--- src/liu_capture_pkg.sv ---
// constants for the receive line capture and transmit input clock block
package liu_capture_pkg;

  // ==========================================================
  // register bus geometry
  localparam int addr_w = 5;
  localparam int data_w = 32;

  // ==========================================================
  // register byte offsets
  localparam logic [4:0] mode_control_one_addr = 5'h00;
  localparam logic [4:0] mode_control_three_addr = 5'h04;
  localparam logic [4:0] mode_control_five_addr = 5'h08;
  localparam logic [4:0] violation_count_low_addr = 5'h0C;
  localparam logic [4:0] violation_count_high_addr = 5'h10;
  localparam logic [4:0] irq_status_addr = 5'h14;
  localparam logic [4:0] irq_mask_addr = 5'h18;
  localparam logic [4:0] line_status_addr = 5'h1C;

  // ==========================================================
  // field positions
  localparam int binary_if_select_bit = 0;
  localparam int tx_input_clock_invert_bit = 0;
  localparam int rx_clock_edge_invert_bit = 0;
  localparam int rx_positive_invert_bit = 1;
  localparam int rx_negative_invert_bit = 2;
  localparam int irq_violation_bit = 0;
  localparam int irq_saturate_bit = 1;
  localparam int irq_frame_bit = 2;
  localparam int line_pos_bit = 0;
  localparam int line_neg_bit = 1;
  localparam int line_common_bit = 2;

  // ==========================================================
  // reset values and widths
  localparam logic [7:0] mode_reset = 8'h00;
  localparam logic [7:0] mask_reset = 8'h00;
  localparam int count_w = 16;
  localparam logic [15:0] count_max = 16'hFFFF;

  // ==========================================================
  // response codes
  localparam logic [1:0] resp_okay = 2'h0;
  localparam logic [1:0] resp_decerr = 2'h3;

endpackage

--- src/link_sample_if.sv ---
// carrier between a link clock sampler and the logic that configures it
`timescale 1ns/1ps
interface link_sample_if
#(
  parameter int width = 2
)
();
  logic edge_invert;
  logic strobe;
  logic [width-1:0] data;

  modport sampler
  (
    input edge_invert,
    output strobe,
    output data
  );
  modport user
  (
    output edge_invert,
    input strobe,
    input data
  );
endinterface

--- src/link_edge_sampler.sv ---
// synchronises a link clock and its data pins, captures on the chosen edge
`timescale 1ns/1ps
module link_edge_sampler
  import liu_capture_pkg::*;
#(
  parameter int width = 2
)
(
  input logic mclk_i,
  input logic reset_n_i,
  input logic link_clock_i,
  input logic [width-1:0] link_data_i,
  link_sample_if.sampler bus
);

  // ==========================================================
  // elaboration check
  generate
    if (width < 1)
    begin : g_bad_width
      $error("link_edge_sampler needs at least one data pin");
    end
  endgenerate

  // ==========================================================
  // state
  typedef struct packed {
    logic clk_meta;
    logic clk_sync;
    logic clk_prev;
    logic [width-1:0] data_meta;
    logic [width-1:0] data_sync;
    logic strobe;
    logic [width-1:0] data;
  } sampler_state_type;

  sampler_state_type s_q;
  sampler_state_type s_d;
  logic rise;
  logic fall;

  // edges seen only on the second synchroniser stage
  assign rise = s_q.clk_sync & ~s_q.clk_prev;
  assign fall = ~s_q.clk_sync & s_q.clk_prev;

  // next state
  always_comb
  begin
    s_d = s_q;
    s_d.clk_meta = link_clock_i;
    s_d.clk_sync = s_q.clk_meta;
    s_d.clk_prev = s_q.clk_sync;
    s_d.data_meta = link_data_i;
    s_d.data_sync = s_q.data_meta;
    s_d.strobe = 1'b0;
    if (bus.edge_invert ? fall : rise)
    begin
      s_d.strobe = 1'b1;
      s_d.data = s_q.data_sync; // same delay as the clock path
    end
  end

  // state register
  always_ff @(posedge mclk_i or negedge reset_n_i)
  begin
    if (!reset_n_i)
      s_q <= '0;
    else
      s_q <= s_d;
  end

  assign bus.strobe = s_q.strobe;
  assign bus.data = s_q.data;

endmodule

--- src/liu_rx_capture_and_tx_clock_in.sv ---
// receive line capture and transmit input clock sampling for one channel
//
// Summary of operation
// - binary select 0: inputs are positive and negative AMI rails.
// - binary select 1: data on positive pin, violations on negative pin.
// - in binary mode a high data level is a one, low a zero.
// - receive inputs taken on rising clock edge, falling when invert set.
// - positive invert flips positive rail or binary data first.
// - negative invert flips negative rail or violation input first.
// - binary mode counts clock cycles with active violation input.
// - works with continuous or gapped receive line clock.
// - transmit inputs are all sampled with the transmit input clock.
// - continuous or gapped transmit input clock accepted.
// - transmit inputs taken on rising edge, falling when invert set.
// - common clock select high ignores the channel transmit clock.
`timescale 1ns/1ps
module liu_rx_capture_and_tx_clock_in
  import liu_capture_pkg::*;
(
  input logic mclk_i,
  input logic reset_n_i,
  // register bus
  input logic s_axi_awvalid,
  output logic s_axi_awready,
  input logic [addr_w-1:0] s_axi_awaddr,
  input logic s_axi_wvalid,
  output logic s_axi_wready,
  input logic [data_w-1:0] s_axi_wdata,
  input logic [3:0] s_axi_wstrb,
  output logic s_axi_bvalid,
  input logic s_axi_bready,
  output logic [1:0] s_axi_bresp,
  input logic s_axi_arvalid,
  output logic s_axi_arready,
  input logic [addr_w-1:0] s_axi_araddr,
  output logic s_axi_rvalid,
  input logic s_axi_rready,
  output logic [data_w-1:0] s_axi_rdata,
  output logic [1:0] s_axi_rresp,
  output logic irq_o,
  // receive line pins
  input logic rx_line_clock_i,
  input logic rx_positive_rail_i,
  input logic rx_negative_rail_i,
  // transmit system pins
  input logic tx_input_clock_i,
  input logic common_tx_clock_i,
  input logic common_tx_clock_select_i,
  input logic tx_payload_in_i,
  input logic tx_payload_enable_i,
  input logic tx_frame_marker_i,
  input logic tx_overwrite_data_i,
  input logic tx_overwrite_enable_i,
  // receive stream out
  output logic rx_strobe_o,
  output logic rx_positive_rail_o,
  output logic rx_negative_rail_o,
  output logic rx_binary_data_o,
  output logic rx_violation_flag_o,
  // transmit samples out
  output logic tx_strobe_o,
  output logic tx_payload_o,
  output logic tx_payload_enable_o,
  output logic tx_frame_marker_o,
  output logic tx_overwrite_data_o,
  output logic tx_overwrite_enable_o
);

  // ==========================================================
  // state
  typedef struct packed {
    logic [7:0] mode_control_one;
    logic [7:0] mode_control_three;
    logic [7:0] mode_control_five;
    logic [7:0] irq_mask;
    logic [7:0] irq_status;
    logic [count_w-1:0] count;
    logic [7:0] count_high_shadow;
    logic common_sel_meta;
    logic common_sel_sync;
    logic rx_strobe;
    logic rx_pos;
    logic rx_neg;
    logic rx_data_bit;
    logic rx_viol;
    logic tx_strobe;
    logic [4:0] tx_sample;
    logic aw_held;
    logic [addr_w-1:0] aw_addr;
    logic w_held;
    logic [7:0] w_byte;
    logic w_lane0;
    logic bvalid;
    logic [1:0] bresp;
    logic rvalid;
    logic [data_w-1:0] rdata;
    logic [1:0] rresp;
  } top_state_type;

  top_state_type s_q;
  top_state_type s_d;
  logic tx_clock_pin;
  logic pos_in;
  logic neg_in;
  logic binary_mode;
  logic aw_take;
  logic w_take;
  logic ar_take;

  link_sample_if #(.width(2)) rx_bus ();
  link_sample_if #(.width(5)) tx_bus ();

  // ==========================================================
  // address decode shared by reads and writes
  function automatic logic addr_mapped(input logic [addr_w-1:0] a);
    addr_mapped = (a == mode_control_one_addr) ||
      (a == mode_control_three_addr) || (a == mode_control_five_addr) ||
      (a == violation_count_low_addr) ||
      (a == violation_count_high_addr) || (a == irq_status_addr) ||
      (a == irq_mask_addr) || (a == line_status_addr);
  endfunction

  // ==========================================================
  // link samplers
  // common clock bypass
  assign tx_clock_pin = s_q.common_sel_sync ? common_tx_clock_i :
    tx_input_clock_i;

  assign rx_bus.edge_invert = s_q.mode_control_five[rx_clock_edge_invert_bit];
  assign tx_bus.edge_invert =
    s_q.mode_control_three[tx_input_clock_invert_bit];

  // receive clock edges found by oversampling
  link_edge_sampler #(.width(2)) rx_sampler
  (
    .mclk_i(mclk_i),
    .reset_n_i(reset_n_i),
    .link_clock_i(rx_line_clock_i),
    .link_data_i({rx_negative_rail_i, rx_positive_rail_i}),
    .bus(rx_bus.sampler)
  );

  // all transmit inputs on one clock, gaps tolerated
  link_edge_sampler #(.width(5)) tx_sampler
  (
    .mclk_i(mclk_i),
    .reset_n_i(reset_n_i),
    .link_clock_i(tx_clock_pin),
    .link_data_i({tx_overwrite_enable_i, tx_overwrite_data_i,
      tx_frame_marker_i, tx_payload_enable_i, tx_payload_in_i}),
    .bus(tx_bus.sampler)
  );

  // ==========================================================
  // input polarity and mode
  assign binary_mode = s_q.mode_control_one[binary_if_select_bit];
  assign pos_in = rx_bus.data[0] ^
    s_q.mode_control_five[rx_positive_invert_bit];
  assign neg_in = rx_bus.data[1] ^
    s_q.mode_control_five[rx_negative_invert_bit];

  // bus handshakes, one write and one read at a time
  assign s_axi_awready = ~s_q.aw_held & ~s_q.bvalid;
  assign s_axi_wready = ~s_q.w_held & ~s_q.bvalid;
  assign s_axi_arready = ~s_q.rvalid;
  assign aw_take = s_axi_awvalid & s_axi_awready;
  assign w_take = s_axi_wvalid & s_axi_wready;
  assign ar_take = s_axi_arvalid & s_axi_arready;

  // ==========================================================
  // next state
  always_comb
  begin
    s_d = s_q;
    s_d.common_sel_meta = common_tx_clock_select_i;
    s_d.common_sel_sync = s_q.common_sel_meta;
    s_d.rx_strobe = 1'b0;
    s_d.tx_strobe = 1'b0;

    // write channel capture in either order
    if (aw_take)
    begin
      s_d.aw_held = 1'b1;
      s_d.aw_addr = s_axi_awaddr;
    end
    if (w_take)
    begin
      s_d.w_held = 1'b1;
      s_d.w_byte = s_axi_wdata[7:0];
      s_d.w_lane0 = s_axi_wstrb[0];
    end
    if (s_q.bvalid && s_axi_bready)
      s_d.bvalid = 1'b0;

    // register write once address and data are both held
    if (s_d.aw_held && s_d.w_held && !s_q.bvalid)
    begin
      s_d.aw_held = 1'b0;
      s_d.w_held = 1'b0;
      s_d.bvalid = 1'b1;
      s_d.bresp = addr_mapped(s_d.aw_addr) ? resp_okay : resp_decerr;
      if (s_d.w_lane0)
      begin
        unique case (s_d.aw_addr)
          mode_control_one_addr: s_d.mode_control_one = s_d.w_byte;
          mode_control_three_addr: s_d.mode_control_three = s_d.w_byte;
          mode_control_five_addr: s_d.mode_control_five = s_d.w_byte;
          irq_mask_addr: s_d.irq_mask = s_d.w_byte;
          violation_count_low_addr: s_d.count = '0; // clears the count
          default: s_d.rdata = s_d.rdata; // read-only or unmapped
        endcase
      end
    end

    // register read, status cleared by reading it
    if (s_q.rvalid && s_axi_rready)
      s_d.rvalid = 1'b0;
    if (ar_take)
    begin
      s_d.rvalid = 1'b1;
      s_d.rdata = '0;
      s_d.rresp = addr_mapped(s_axi_araddr) ? resp_okay : resp_decerr;
      unique case (s_axi_araddr)
        mode_control_one_addr: s_d.rdata[7:0] = s_q.mode_control_one;
        mode_control_three_addr: s_d.rdata[7:0] = s_q.mode_control_three;
        mode_control_five_addr: s_d.rdata[7:0] = s_q.mode_control_five;
        violation_count_low_addr:
        begin
          s_d.rdata[7:0] = s_q.count[7:0];
          s_d.count_high_shadow = s_q.count[15:8];
        end
        violation_count_high_addr: s_d.rdata[7:0] = s_q.count_high_shadow;
        irq_status_addr:
        begin
          s_d.rdata[7:0] = s_q.irq_status;
          s_d.irq_status = '0;
        end
        irq_mask_addr: s_d.rdata[7:0] = s_q.irq_mask;
        line_status_addr:
        begin
          s_d.rdata[line_pos_bit] = s_q.rx_pos | s_q.rx_data_bit;
          s_d.rdata[line_neg_bit] = s_q.rx_neg | s_q.rx_viol;
          s_d.rdata[line_common_bit] = s_q.common_sel_sync;
        end
        default: s_d.rdata = '0;
      endcase
    end

    // receive capture, after the read so that events win
    if (rx_bus.strobe)
    begin
      s_d.rx_strobe = 1'b1;
      if (binary_mode)
      begin
        s_d.rx_data_bit = pos_in;
        s_d.rx_viol = neg_in;
        s_d.rx_pos = 1'b0;
        s_d.rx_neg = 1'b0;
        if (neg_in)
        begin
          s_d.irq_status[irq_violation_bit] = 1'b1;
          if (s_d.count != count_max)
            s_d.count = s_d.count + 16'h0001;
          if (s_d.count == count_max)
            s_d.irq_status[irq_saturate_bit] = 1'b1;
        end
      end
      else
      begin
        s_d.rx_pos = pos_in;
        s_d.rx_neg = neg_in;
        s_d.rx_data_bit = 1'b0;
        s_d.rx_viol = 1'b0;
      end
    end

    // transmit sample, frame marker raises an event
    if (tx_bus.strobe)
    begin
      s_d.tx_strobe = 1'b1;
      s_d.tx_sample = tx_bus.data;
      if (tx_bus.data[2])
        s_d.irq_status[irq_frame_bit] = 1'b1;
    end
  end

  // ==========================================================
  // state register
  always_ff @(posedge mclk_i or negedge reset_n_i)
  begin
    if (!reset_n_i)
    begin
      s_q <= '0;
      s_q.mode_control_one <= mode_reset;
      s_q.mode_control_three <= mode_reset;
      s_q.mode_control_five <= mode_reset;
      s_q.irq_mask <= mask_reset;
    end
    else
      s_q <= s_d;
  end

  // ==========================================================
  // outputs
  assign s_axi_bvalid = s_q.bvalid;
  assign s_axi_bresp = s_q.bresp;
  assign s_axi_rvalid = s_q.rvalid;
  assign s_axi_rdata = s_q.rdata;
  assign s_axi_rresp = s_q.rresp;
  assign irq_o = |(s_q.irq_status & s_q.irq_mask);
  assign rx_strobe_o = s_q.rx_strobe;
  assign rx_positive_rail_o = s_q.rx_pos;
  assign rx_negative_rail_o = s_q.rx_neg;
  assign rx_binary_data_o = s_q.rx_data_bit;
  assign rx_violation_flag_o = s_q.rx_viol;
  assign tx_strobe_o = s_q.tx_strobe;
  assign tx_payload_o = s_q.tx_sample[0];
  assign tx_payload_enable_o = s_q.tx_sample[1];
  assign tx_frame_marker_o = s_q.tx_sample[2];
  assign tx_overwrite_data_o = s_q.tx_sample[3];
  assign tx_overwrite_enable_o = s_q.tx_sample[4];

endmodule

--- config.mk ---
export PLATFORM = sky130hd
export DESIGN_NAME = liu_rx_capture_and_tx_clock_in
export DESIGN_NICKNAME = d
export VERILOG_FILES = /design/src/liu_capture_pkg.sv /design/src/link_sample_if.sv /design/src/link_edge_sampler.sv /design/src/liu_rx_capture_and_tx_clock_in.sv
export SDC_FILE = /design/constraint.sdc
export NUM_CORES = 1
export LEC_CHECK = 0
export ABC_AREA = 1
export BUFFER_PORTS_ARGS = -buffer_cell sky130_fd_sc_hd__buf_2
export CELL_PAD_IN_SITES_DETAIL_PLACEMENT = 0
export CELL_PAD_IN_SITES_GLOBAL_PLACEMENT = 1
export CORE_UTILIZATION = 43
export CTS_BUF_LIST = sky130_fd_sc_hd__clkbuf_8
export CTS_CLUSTER_DIAMETER = 50
export DETAILED_ROUTE_END_ITERATION = 8
export PLACE_DENSITY_LB_ADDON = 0.05
export SYNTH_ARGS = -nofsm -noshare
export SYNTH_HDL_FRONTEND = slang
export SYNTH_HIERARCHICAL = 1
export SYNTH_SLANG_ARGS = --single-unit
--- constraint.sdc ---
create_clock -name mclk_i -period 2.4 [get_ports mclk_i]
set_input_delay 0.12 -clock mclk_i [delete_from_list [all_inputs] [get_ports mclk_i]]
set_output_delay 0.12 -clock mclk_i [all_outputs]
set_load 0.02 [all_outputs]
==> impl_results.md, run 1 <==
* First-pass DRT Iterations at 5
* Diodes inserted at 0
* Total GRT Usage at 22.1%
* Most frequent cells in the layout: 170 x nand2_1, 128 x dfrtp_1, 82 x inv_1
* H-tree levels at 4
* Syn-to-layout area delta at 21.7%
* Worst path cell trace: nor2_2, nand2_2, nand2_2, nand2_2, nand2_2, nor2_4, buf_12, nand2_4, buf_4, nand3_1, nor2_1, nand3_1, nand2_1, nand2_1, o21bai_1, nand2_1, nor2_1, nand2_1, nand2_1
* Period utilization at 105%
* Worst-path clk slew at 0.08 ns
* Layout cells sized above 1 at 24.6%
* Synth Area in XOR/XNOR at 0.852%
* Synth top area share at 52.3%
* Max Cap Violations at 0
* Routed WL at 14,900 um
* Critical path arrival at 2.91 ns
* Antenna violations before repair at 0
* Drt via density at 4.84
* Crit-path max FO at 8
* Final hold vios at 0
* PwrDens at 992 nW/um^2
* Startpoint Class: flip-flop
* Syn avg cell area at 8.77 um^2
* Nets at 886
* Largest family of logic cells by synthesized area: simple AND/OR/NAND/NOR gates
* Placement Cell Area at 6740 um^2
* Largest net degree at the start of global routing at 54
* Yosys warning count at 6
* Top post-synthesis cells by area: dfrtp_1 52%, nand2_1 11%, buf_4 5.2%
* DRT antenna net count at 0
* IO buf count at 65
* Worst hold path class: in2reg
* Final Cell Area at 7500 um^2
* Post-synthesis simple-gate area fraction at 24.2%
* CTS Buf Count at 17
* Core Box Area at 13,900 um^2
* Chip width at 122 um
* CP delay by family, top: simple AND/OR/NAND/NOR gates
* Critical Path RT at 2.80 ns
* Crit Path Category: reg2reg
* Die area at 14,800 um^2
* Synth Area in Adders at 0%
* Syn Std Cell Area at 6170 um^2
* RSZ-0062 raised after global routing: true
* Clock Sinks at 129
* Site Rows at 43
* Clock Path Buffers at 2
* Slowest stage delay, CP at 0.45 ns
* First-pass GRT wire length at 24,200 um
* Worst setup EP type: flip-flop
* Die height at 122 um
* Starting DRT DRC Count at 341
* Most frequent CP cell: nand2_1
* # IOs at 117
* Post-Synthesis Cells at 703
* Max Slew Vio Count at 0
* Number of global-route vias before repair at 4,707
* Pre-CTS WS at -0.120 ns
* Final Setup Violations at 1
* Register bit total from synthesis at 129
* Hold Slack at 0.0306 ns
* Total Neg Setup Slack at -0.111 ns
* Placed Instances at 957
* Fin util at 53.8%
* Outcome: finished with violations
* Wirelength per Cell at 14.7 um
* Clock Skew at 0.00922 ns
* Complex-gate fraction of the synthesized area at 9.62%
* Initial Util at 44.3%
* RD Place Congestion at 0.850
* Worst-margin pin slew at 0.590 ns
* CTS tree: built
* Post-synthesis mux area share at 0.913%
* Headroom to the max-slew limit at 59.7%
* Via Count at 4,912
* GRT Residual Overflow at 0
* Final worst setup slack at -0.111 ns
* Leak at 3.83 nW
* Worst-Skew Late Latency at 0.45 ns
* Non-filler cells, final at 1,015
* Commonest non-fill, non-tap cell in the layout: nand2_1
* Fmax at 0.398 GHz
* Power consumption at 7.44 mW
* Slowest CP cell: dfrtp_2
* Tmin final at 2.51 ns
* Drc violations at 0
* Worst VDD drop at 0.000656 V
* Failing checks: setup timing
* Synth cell types at 44
* DP HPWL at 10,600 um
* Clk root buf: clkbuf_8
* Worst Path Buf+Inv at 2
* Dominant cell type by area after synthesis: dfrtp_1
* Register area share after synthesis at 52.3%
==> kinds of logic (layout without fill, tap and decap cells) <==
kind of cell,count (synthesis),in the layout
and+or+nand+nor,317,318
buffers and inverters,144,252
DFF,129,129
AOI/OAI and AO/OA,101,101
xor gates and xnor gates,6,6
muxes,5,5
other,1,24
==> metal layers <==
| layer | track usage, % | wire (um) | up-vias |
|---|---|---|---|
| met5 | 0 | 0 | - |
| met4 | 6.94 | 188 | 0 |
| met3 | 5.95 | 916 | 14 |
| met2 | 33.4 | 6820 | 154 |
| met1 | 30.8 | 6990 | 2311 |
| li1 | - | - | 2433 |
==> worst paths after layout <==
kind,startpoint,to,slack [ns],cells past startpoint
worst max-delay path,s_axi_bvalid$_DFFE_PN0P_,s_q[92]$_DFF_PN0_,-0.11,19
worst min-delay path,s_axi_awaddr[3],s_q[51]$_DFF_PN0_,0.03,4
worst max register to register,s_axi_bvalid$_DFFE_PN0P_,s_q[92]$_DFF_PN0_,-0.11,19
worst min register to register,rx_sampler/s_d[4]$_DFF_PN0_,rx_sampler/s_q[4]$_DFF_PN0_,0.35,0
max in group asynchronous,reset_n_i,s_axi_bvalid$_DFFE_PN0P_,1.47,3
min in group asynchronous,reset_n_i,tx_overwrite_data_o$_DFFE_PN0P_,0.22,2
==> synthesized netlist by cell type <==
| cell type | number |
|---|---|
| nor3_4 | 1 |
| o21ai_4 | 1 |
| o21bai_1 | 1 |
| clkbuf_1 | 8 |
| nor3_1 | 1 |
| nor2_4 | 4 |
| nand4_1 | 8 |
| o221ai_1 | 1 |
| nand2_1 | 175 |
| nand2_2 | 11 |
| conb_1 | 1 |
| buf_2 | 1 |
| a221oi_1 | 7 |
| inv_2 | 6 |
| dfrtp_1 | 129 |
| nor2_1 | 43 |
| buf_12 | 1 |
| nand2_8 | 1 |
| a21oi_1 | 17 |
| o2bb2ai_1 | 1 |
| a211oi_1 | 2 |
| a21o_1 | 1 |
| nor4_1 | 1 |
| nand3_1 | 45 |
| a2111oi_0 | 1 |
| nor2_2 | 6 |
| o21a_1 | 4 |
| xnor2_1 | 4 |
| a41oi_1 | 2 |
| o21ai_0 | 57 |
| a32o_1 | 1 |
| inv_1 | 80 |
| and2_1 | 8 |
| buf_6 | 3 |
| nand2_4 | 1 |
| nand3_4 | 2 |
| o22ai_1 | 5 |
| xor2_1 | 2 |
| buf_4 | 43 |
| mux2_2 | 5 |
| nand3b_1 | 1 |
| clkinv_1 | 2 |
| nand4_2 | 2 |
| nand3_2 | 7 |
==> flip-flops by register name, indices dropped and copies added, names as in the netlist, 2 cells and up <==
name                 cells
rx_sampler/bus.data      2
rx_sampler/s_d           4
tx_sampler/s_d           7
tx_sampler/bus.data      5
tx_sampler/s_q           6
rx_sampler/s_q           3
s_q                     74
s_axi_rdata              8
==> final cells by class <==
class	instances	area, um^2
well taps	180	225
repair buffers	132	912
flip-flops and latches	129	3230
clock inverters	15	219
fillers	1328	6430
inverters	88	330
clock buffers	17	234
multi-input cells	454	2350
==> power breakdown <==
part | total, mW | switching (mW) | internal, mW | leakage (nW)
registers | 3.12 | 0.378 | 2.74 | 1.59
logic | 2.21 | 1.35 | 0.857 | 2.01
clock network | 2.11 | 0.881 | 1.23 | 0.232
total | 7.44 | 2.61 | 4.83 | 3.83
==> tightest hold or removal path: stages <==
cell and delay [ns]:
buf_2 0.08, nand3_1 0.06, nand2_1 0.08, buf_4 0.11
==> timing repair <==
item	in CTS	in global routing
setup endpoints to repair	7	17
hold endpoints to repair	58	0
resized for setup	9	8
hold buffers	16	0
pin swaps	6	4
setup buffers	8	1
cloned	1	0
Note: power is estimated with default switching activity, not from simulation.
==> run 2: changes to the inputs <==
Settings changed: CELL_PAD_IN_SITES_DETAIL_PLACEMENT 0 to default, CELL_PAD_IN_SITES_GLOBAL_PLACEMENT 1 to default, CORE_UTILIZATION 43 to 45.
==> run 2 against run 1 <==
Net effect:
- the flow still finishes with violations (setup timing)
- core utilization up 3.6 points
- worst setup slack better by 0.0065 ns
- die area down 4.4%
- count of clock-buffer cells in the layout up 4
- cell area up 1.8%
- critical path depth unchanged
- fmax up 0.26%
- clock power down 19%
- cell count up 0.49%
- first-iteration DRC count down 8.2%
- total power down 3.9%
- largest power group unchanged
==> impl_results.md, run 2 (synthesis results as in run 1) <==
* H-tree levels at 4
* Clock Sinks at 129
* Layout cells sized above 1 at 27.3%
* First-pass DRT Iterations at 5
* GRT Residual Overflow at 0
* Pre-CTS WS at -0.101 ns
* Slowest CP cell: dfrtp_2
* Site Rows at 42
* Clk pwr share at 23.9%
* Slowest stage delay, CP at 0.46 ns
* RSZ-0062 raised after global routing: true
* Fin util at 57.4%
* Sw frac at 37.4%
* Antenna violations before repair at 0
* Crit-path max FO at 6
* Routed WL at 14,900 um
* Placed Instances at 950
* Via Count at 4,961
* Worst path cell trace: nor2_4, nand2_4, nand2_2, nand2_2, nand2_2, nor2_4, buf_6, nand2_8, buf_6, nand3_4, nor3_4, buf_4, nand4_4, inv_1, o21bai_1, nand2_1, nor2_1, nand2_1, nand2_1
* Clock Skew at 0.00959 ns
* Largest net degree at the start of global routing at 52
* Biggest register: s_q
* Crit Path Category: reg2reg
* Hold Slack at 0.0511 ns
* Drc violations at 0
* CP delay by family, top: simple AND/OR/NAND/NOR gates
* Final hold vios at 0
* Total Neg Setup Slack at -0.163 ns
* Worst hold path depth at 3
* Wirelength per Cell at 14.6 um
* Syn-to-layout area delta at 23.8%
* Worst path depth at 19
* Nets at 895
* Chip width at 119 um
* Commonest non-fill, non-tap cell in the layout: nand2_1
* Seq pwr share at 43.7%
* Headroom to the max-slew limit at 57.1%
* Internal power at 4.48 mW
* Worst-Skew Late Latency at 0.45 ns
* Worst setup EP type: flip-flop
* Max Slew Vio Count at 0
* First-pass GRT wire length at 24,300 um
* Worst VDD drop at 0.000642 V
* CTS Buf Count at 17
* PwrDens at 936 nW/um^2
* Worst Path Buf+Inv at 4
* Critical path arrival at 2.89 ns
* Final worst setup slack at -0.105 ns
* Tmin final at 2.50 ns
* # IOs at 117
* Clock Path Buffers at 2
* Logic pwr share at 32.4%
* Max Cap Violations at 0
* Total GRT Usage at 22.5%
* Core Box Area at 13,300 um^2
* Initial Util at 46.4%
* Starting DRT DRC Count at 313
* Failing checks: setup timing
* Startpoint Class: flip-flop
* Worst hold path class: in2reg
* Die area at 14,200 um^2
* IO buf count at 65
* RD Place Congestion at 0.865
* Period utilization at 104%
* Fmax at 0.399 GHz
* Non-filler cells, final at 1,020
* Worst-path clk slew at 0.07 ns
* Diodes inserted at 0
* DP HPWL at 10,400 um
* Outcome: finished with violations
* Number of global-route vias before repair at 4,803
* Worst Reg-to-Reg Cells at 19
* DRT antenna net count at 0
* Sw power at 2.67 mW
* Critical Path RT at 2.79 ns
* Leak at 3.88 nW
* Drt via density at 4.86
* Die height at 119 um
* CTS tree: built
* Final Setup Violations at 3
* Worst-margin pin slew at 0.641 ns
* Clk root buf: clkbuf_8
* Flip-flop count of the largest register after layout at 74
* Most frequent cells in the layout: 159 x nand2_1, 128 x dfrtp_1, 80 x inv_1
[run 2: cell count changes in the layout (fill, tap and decap cells not counted), moves of 4 or more]
cell and change:
nand2_1 -11, buf_6 +10, nand2_2 +9, nor2_4 +6
bufinv_16 -5, nor2_2 -5, clkbuf_8 +4
[run 2: final timing paths]
check                                                  from                          end  slack [ns]
worst max-delay path               s_axi_bvalid$_DFFE_PN0P_            s_q[92]$_DFF_PN0_       -0.10
worst min-delay path                           s_axi_wvalid            s_q[38]$_DFF_PN0_        0.05
worst max register to register     s_axi_bvalid$_DFFE_PN0P_            s_q[92]$_DFF_PN0_       -0.10
worst min register to register  rx_sampler/s_d[8]$_DFF_PN0_  rx_sampler/s_d[7]$_DFF_PN0_        0.35
max in group asynchronous                         reset_n_i            s_q[81]$_DFF_PN0_        1.53
min in group asynchronous                         reset_n_i     tx_payload_o$_DFFE_PN0P_        0.15
[run 2: worst reg2reg max path, delay by kind of cell, from the launching register on]
kind	cells	cell delay, ns
AO/OA/AOI/OAI	1	0.10
buffers and inverters	4	0.47
flip-flops	1	0.46
AND/OR/NAND/NOR	14	1.39
[run 2: layout make-up]
| type | instances | area [um^2] |
|---|---|---|
| fill | 1216 | 5660 |
| tap | 176 | 220 |
| sequential | 129 | 3230 |
| timing repair buffer | 139 | 990 |
| multi-input combinational | 456 | 2500 |
| clock inverter | 11 | 80.1 |
| inverter | 88 | 330 |
| clock buffer | 21 | 289 |
[run 2: through the flow]
step           total power, mW  area [um^2]
3_5_place_dp              5.24         6700
5_1_grt                   7.62         7640
4_1_cts                   7.10         7390
2_1_floorplan             4.58         6250
6_report                  7.15         7640
3_3_place_gp              5.20         6700
[run 2: power by group through the flow]
stage	Combinational (mW)	Sequential [mW]	Clock (mW)
global route	2.59	3.19	1.84
floorplan	1.44	3.14	0
finish	2.32	3.12	1.71
CTS	2.23	3.12	1.75
detailed placement	2.09	3.14	0
global placement	2.06	3.13	0
[run 2: per-layer routing]
metal	part of all wire (%)	global-route usage [%]
met3	4.9	5.03
met1	48	31.7
met4	1.1	7.20
met5	0	0
met2	46	34.3
[run 2: repair_timing]
| item | CTS | global route |
|---|---|---|
| cloned | 2 | 1 |
| endpoints found under the setup margin | 3 | 16 |
| endpoints found under the hold margin | 58 | 0 |
| gates resized for setup | 13 | 44 |
| buffers inserted | 8 | 13 |
| pin swaps | 10 | 14 |
| hold buffers | 16 | 0 |
==> run 3: changes to the inputs <==
Settings changed: SKIP_LAST_GASP from default to 1.
==> run 3 against run 2 <==
Net effect:
- the run still ends with setup timing left
- first-iteration DRC count fell by 8.6%
- global-route usage did not move
- critical path depth did not move
- worst hold slack got worse by 0.00075 ns
- die area did not move
- critical endpoint unchanged
==> impl_results.md, run 3 (synthesis results as in run 1) <==
* Outcome: finished with violations
* Failing checks: setup timing
* Biggest register: s_q
* First-pass GRT wire length at 24,300 um
* Drc violations at 0
* Worst r2r dst: s_q[92]$_DFF_PN0_
* HP Start: s_axi_wvalid
* Tmin final at 2.49 ns
* Headroom to the max-slew limit at 57.3%
* Worst hold path class: in2reg
* Worst-Skew Late Latency at 0.45 ns
* Chip width at 119 um
* Seq pwr share at 43.8%
* RSZ-0062 raised after global routing: true
* Crit Path Category: reg2reg
* PwrDens at 934 nW/um^2
* Clock Path Buffers at 2
* Syn-to-layout area delta at 23.8%
* Worst-margin pin slew at 0.638 ns
* Most frequent cells in the layout: 160 x nand2_1, 128 x dfrtp_1, 80 x inv_1
* Worst-path clk slew at 0.07 ns
* Critical path arrival at 2.88 ns
* Power consumption at 7.13 mW
* Non-filler cells, final at 1,018
* Leak at 3.86 nW
* Commonest non-fill, non-tap cell in the layout: nand2_1
* H-tree levels at 4
* Worst path cell trace: nor2_4, nand2_4, nand2_2, nand2_2, nand2_2, nor2_4, buf_12, nand2_8, nand3_4, nor2_4, nand2_2, nor2_4, buf_4, nand3_1, nand2_2, nand4_1, nor2_1, nand2_1, nand2_1
* First-pass DRT Iterations at 7
* Slowest CP cell: dfrtp_2
* Total GRT Usage at 22.5%
* Clock Skew at 0.0103 ns
* RD Place Congestion at 0.865
* Final worst setup slack at -0.0947 ns
* Logic pwr share at 32.2%
* Clk pwr share at 24.0%
* GRT Residual Overflow at 0
* Crit-path max FO at 6
* Largest net degree at the start of global routing at 52
* Fin util at 57.4%
* Diodes inserted at 0
* Nets at 893
* Routed WL at 14,900 um
* Hold Slack at 0.0503 ns
* Critical Path RT at 2.79 ns
* Hold endpoint: s_q[38]$_DFF_PN0_
* Max Cap Violations at 0
* Clk root buf: clkbuf_8
* Worst hold path depth at 3
* Placed Instances at 950
* Die height at 119 um
* DP HPWL at 10,400 um
* Max Slew Vio Count at 0
* Via Count at 4,984
* Most frequent CP cell: nand2_2
* Starting DRT DRC Count at 286
* Total Neg Setup Slack at -0.143 ns
* Pre-CTS WS at -0.101 ns
* Fmax at 0.401 GHz
* Sw power at 2.67 mW
* # IOs at 117
* Core Box Area at 13,300 um^2
* Die area at 14,200 um^2
* Layout cells sized above 1 at 27.3%
* Slowest stage delay, CP at 0.46 ns
* Number of global-route vias before repair at 4,803
* Placement Cell Area at 6700 um^2
* Final Cell Area at 7630 um^2
* Startpoint Class: flip-flop
* IO buf count at 65
* Clock Sinks at 129
* Wirelength per Cell at 14.7 um
* Flip-flop count of the largest register after layout at 74
* CTS tree: built
* Sw frac at 37.4%
* Initial Util at 46.4%
* Final Setup Violations at 3
* Drt via density at 4.90
* Internal power at 4.46 mW
* CTS Buf Count at 17
* Antenna violations before repair at 0
* Period utilization at 104%
* Final hold vios at 0
* R2R setup slack at -0.09 ns
* DRT antenna net count at 0
* Worst Reg-to-Reg Cells at 19
* Worst setup EP type: flip-flop
* FF-to-FF Start: s_axi_bvalid$_DFFE_PN0P_
* Worst VDD drop at 0.000677 V
* Fillers at 1,217
* Site Rows at 42
[run 3: cell count changes in the layout (fill, tap and decap cells not counted), moves of 2 or more]
| cell | change |
|---|---|
| buf_6 | -2 |
| nor2_1 | -2 |
| nand3_2 | +2 |
| nand3_1 | -2 |
| nor2_4 | -2 |
| nor2_2 | +4 |
[run 3: layout make-up]
type	instances	area [um^2]	area share, %
multi-input cells	456	2500	32.8
clock buffers	21	289	3.79
repair buffers	137	980	12.8
well taps	176	220	2.88
inverters	88	330	4.33
clock inverters	11	80.1	1.05
flip-flops and latches	129	3230	42.3
[run 3: worst max-delay path, delay by kind of cell (launching register included)]
kind	cells	cell delay (ns)
simple gates	17	1.69
flops	1	0.46
buf+inv	2	0.29
[run 3: what timing repair did]
item | CTS | global route
cloned | 2 | 1
buffers inserted | 8 | 10
hold endpoints to repair | 58 | 0
hold buffers | 16 | 0
pin swaps | 10 | 16
setup endpoints to repair | 3 | 16
gates resized for setup | 12 | 44
[run 3: how the worst max path moves through the flow]
stage	startpoint	endpoint	cells past startpoint	slack (ns)
4_1_cts	s_axi_bvalid$_DFFE_PN0P_	s_q[92]$_DFF_PN0_	21	-0.07
5_1_grt	s_axi_bvalid$_DFFE_PN0P_	s_q[92]$_DFF_PN0_	20	-0.30
6_report	s_axi_bvalid$_DFFE_PN0P_	s_q[92]$_DFF_PN0_	19	-0.09
2_1_floorplan	s_axi_bvalid$_DFFE_PN0P_	s_q[92]$_DFF_PN0_	17	0.13
3_5_place_dp	s_axi_bvalid$_DFFE_PN0P_	s_q[92]$_DFF_PN0_	20	-0.10
3_3_place_gp	s_axi_bvalid$_DFFE_PN0P_	s_q[92]$_DFF_PN0_	20	-0.07
[run 3: metal layers]
layer  GRT usage, %  wire length (um)  part of all wire, %  vias up
met2           34.3              6760                   45      113
li1               -                 -                    -     2463
met3           5.03               661                  4.4       12
met4           7.20               172                  1.2        0
met5              0                 0                    0        -
met1           31.7              7340                   49     2396
[run 3: power groups by stage]
stage	clock network, mW	registers [mW]	logic (mW)
finish	1.71	3.12	2.30
global route	1.84	3.19	2.57
CTS	1.75	3.12	2.23
detailed placement	0	3.14	2.09
global placement	0	3.13	2.06
floorplan	0	3.14	1.44
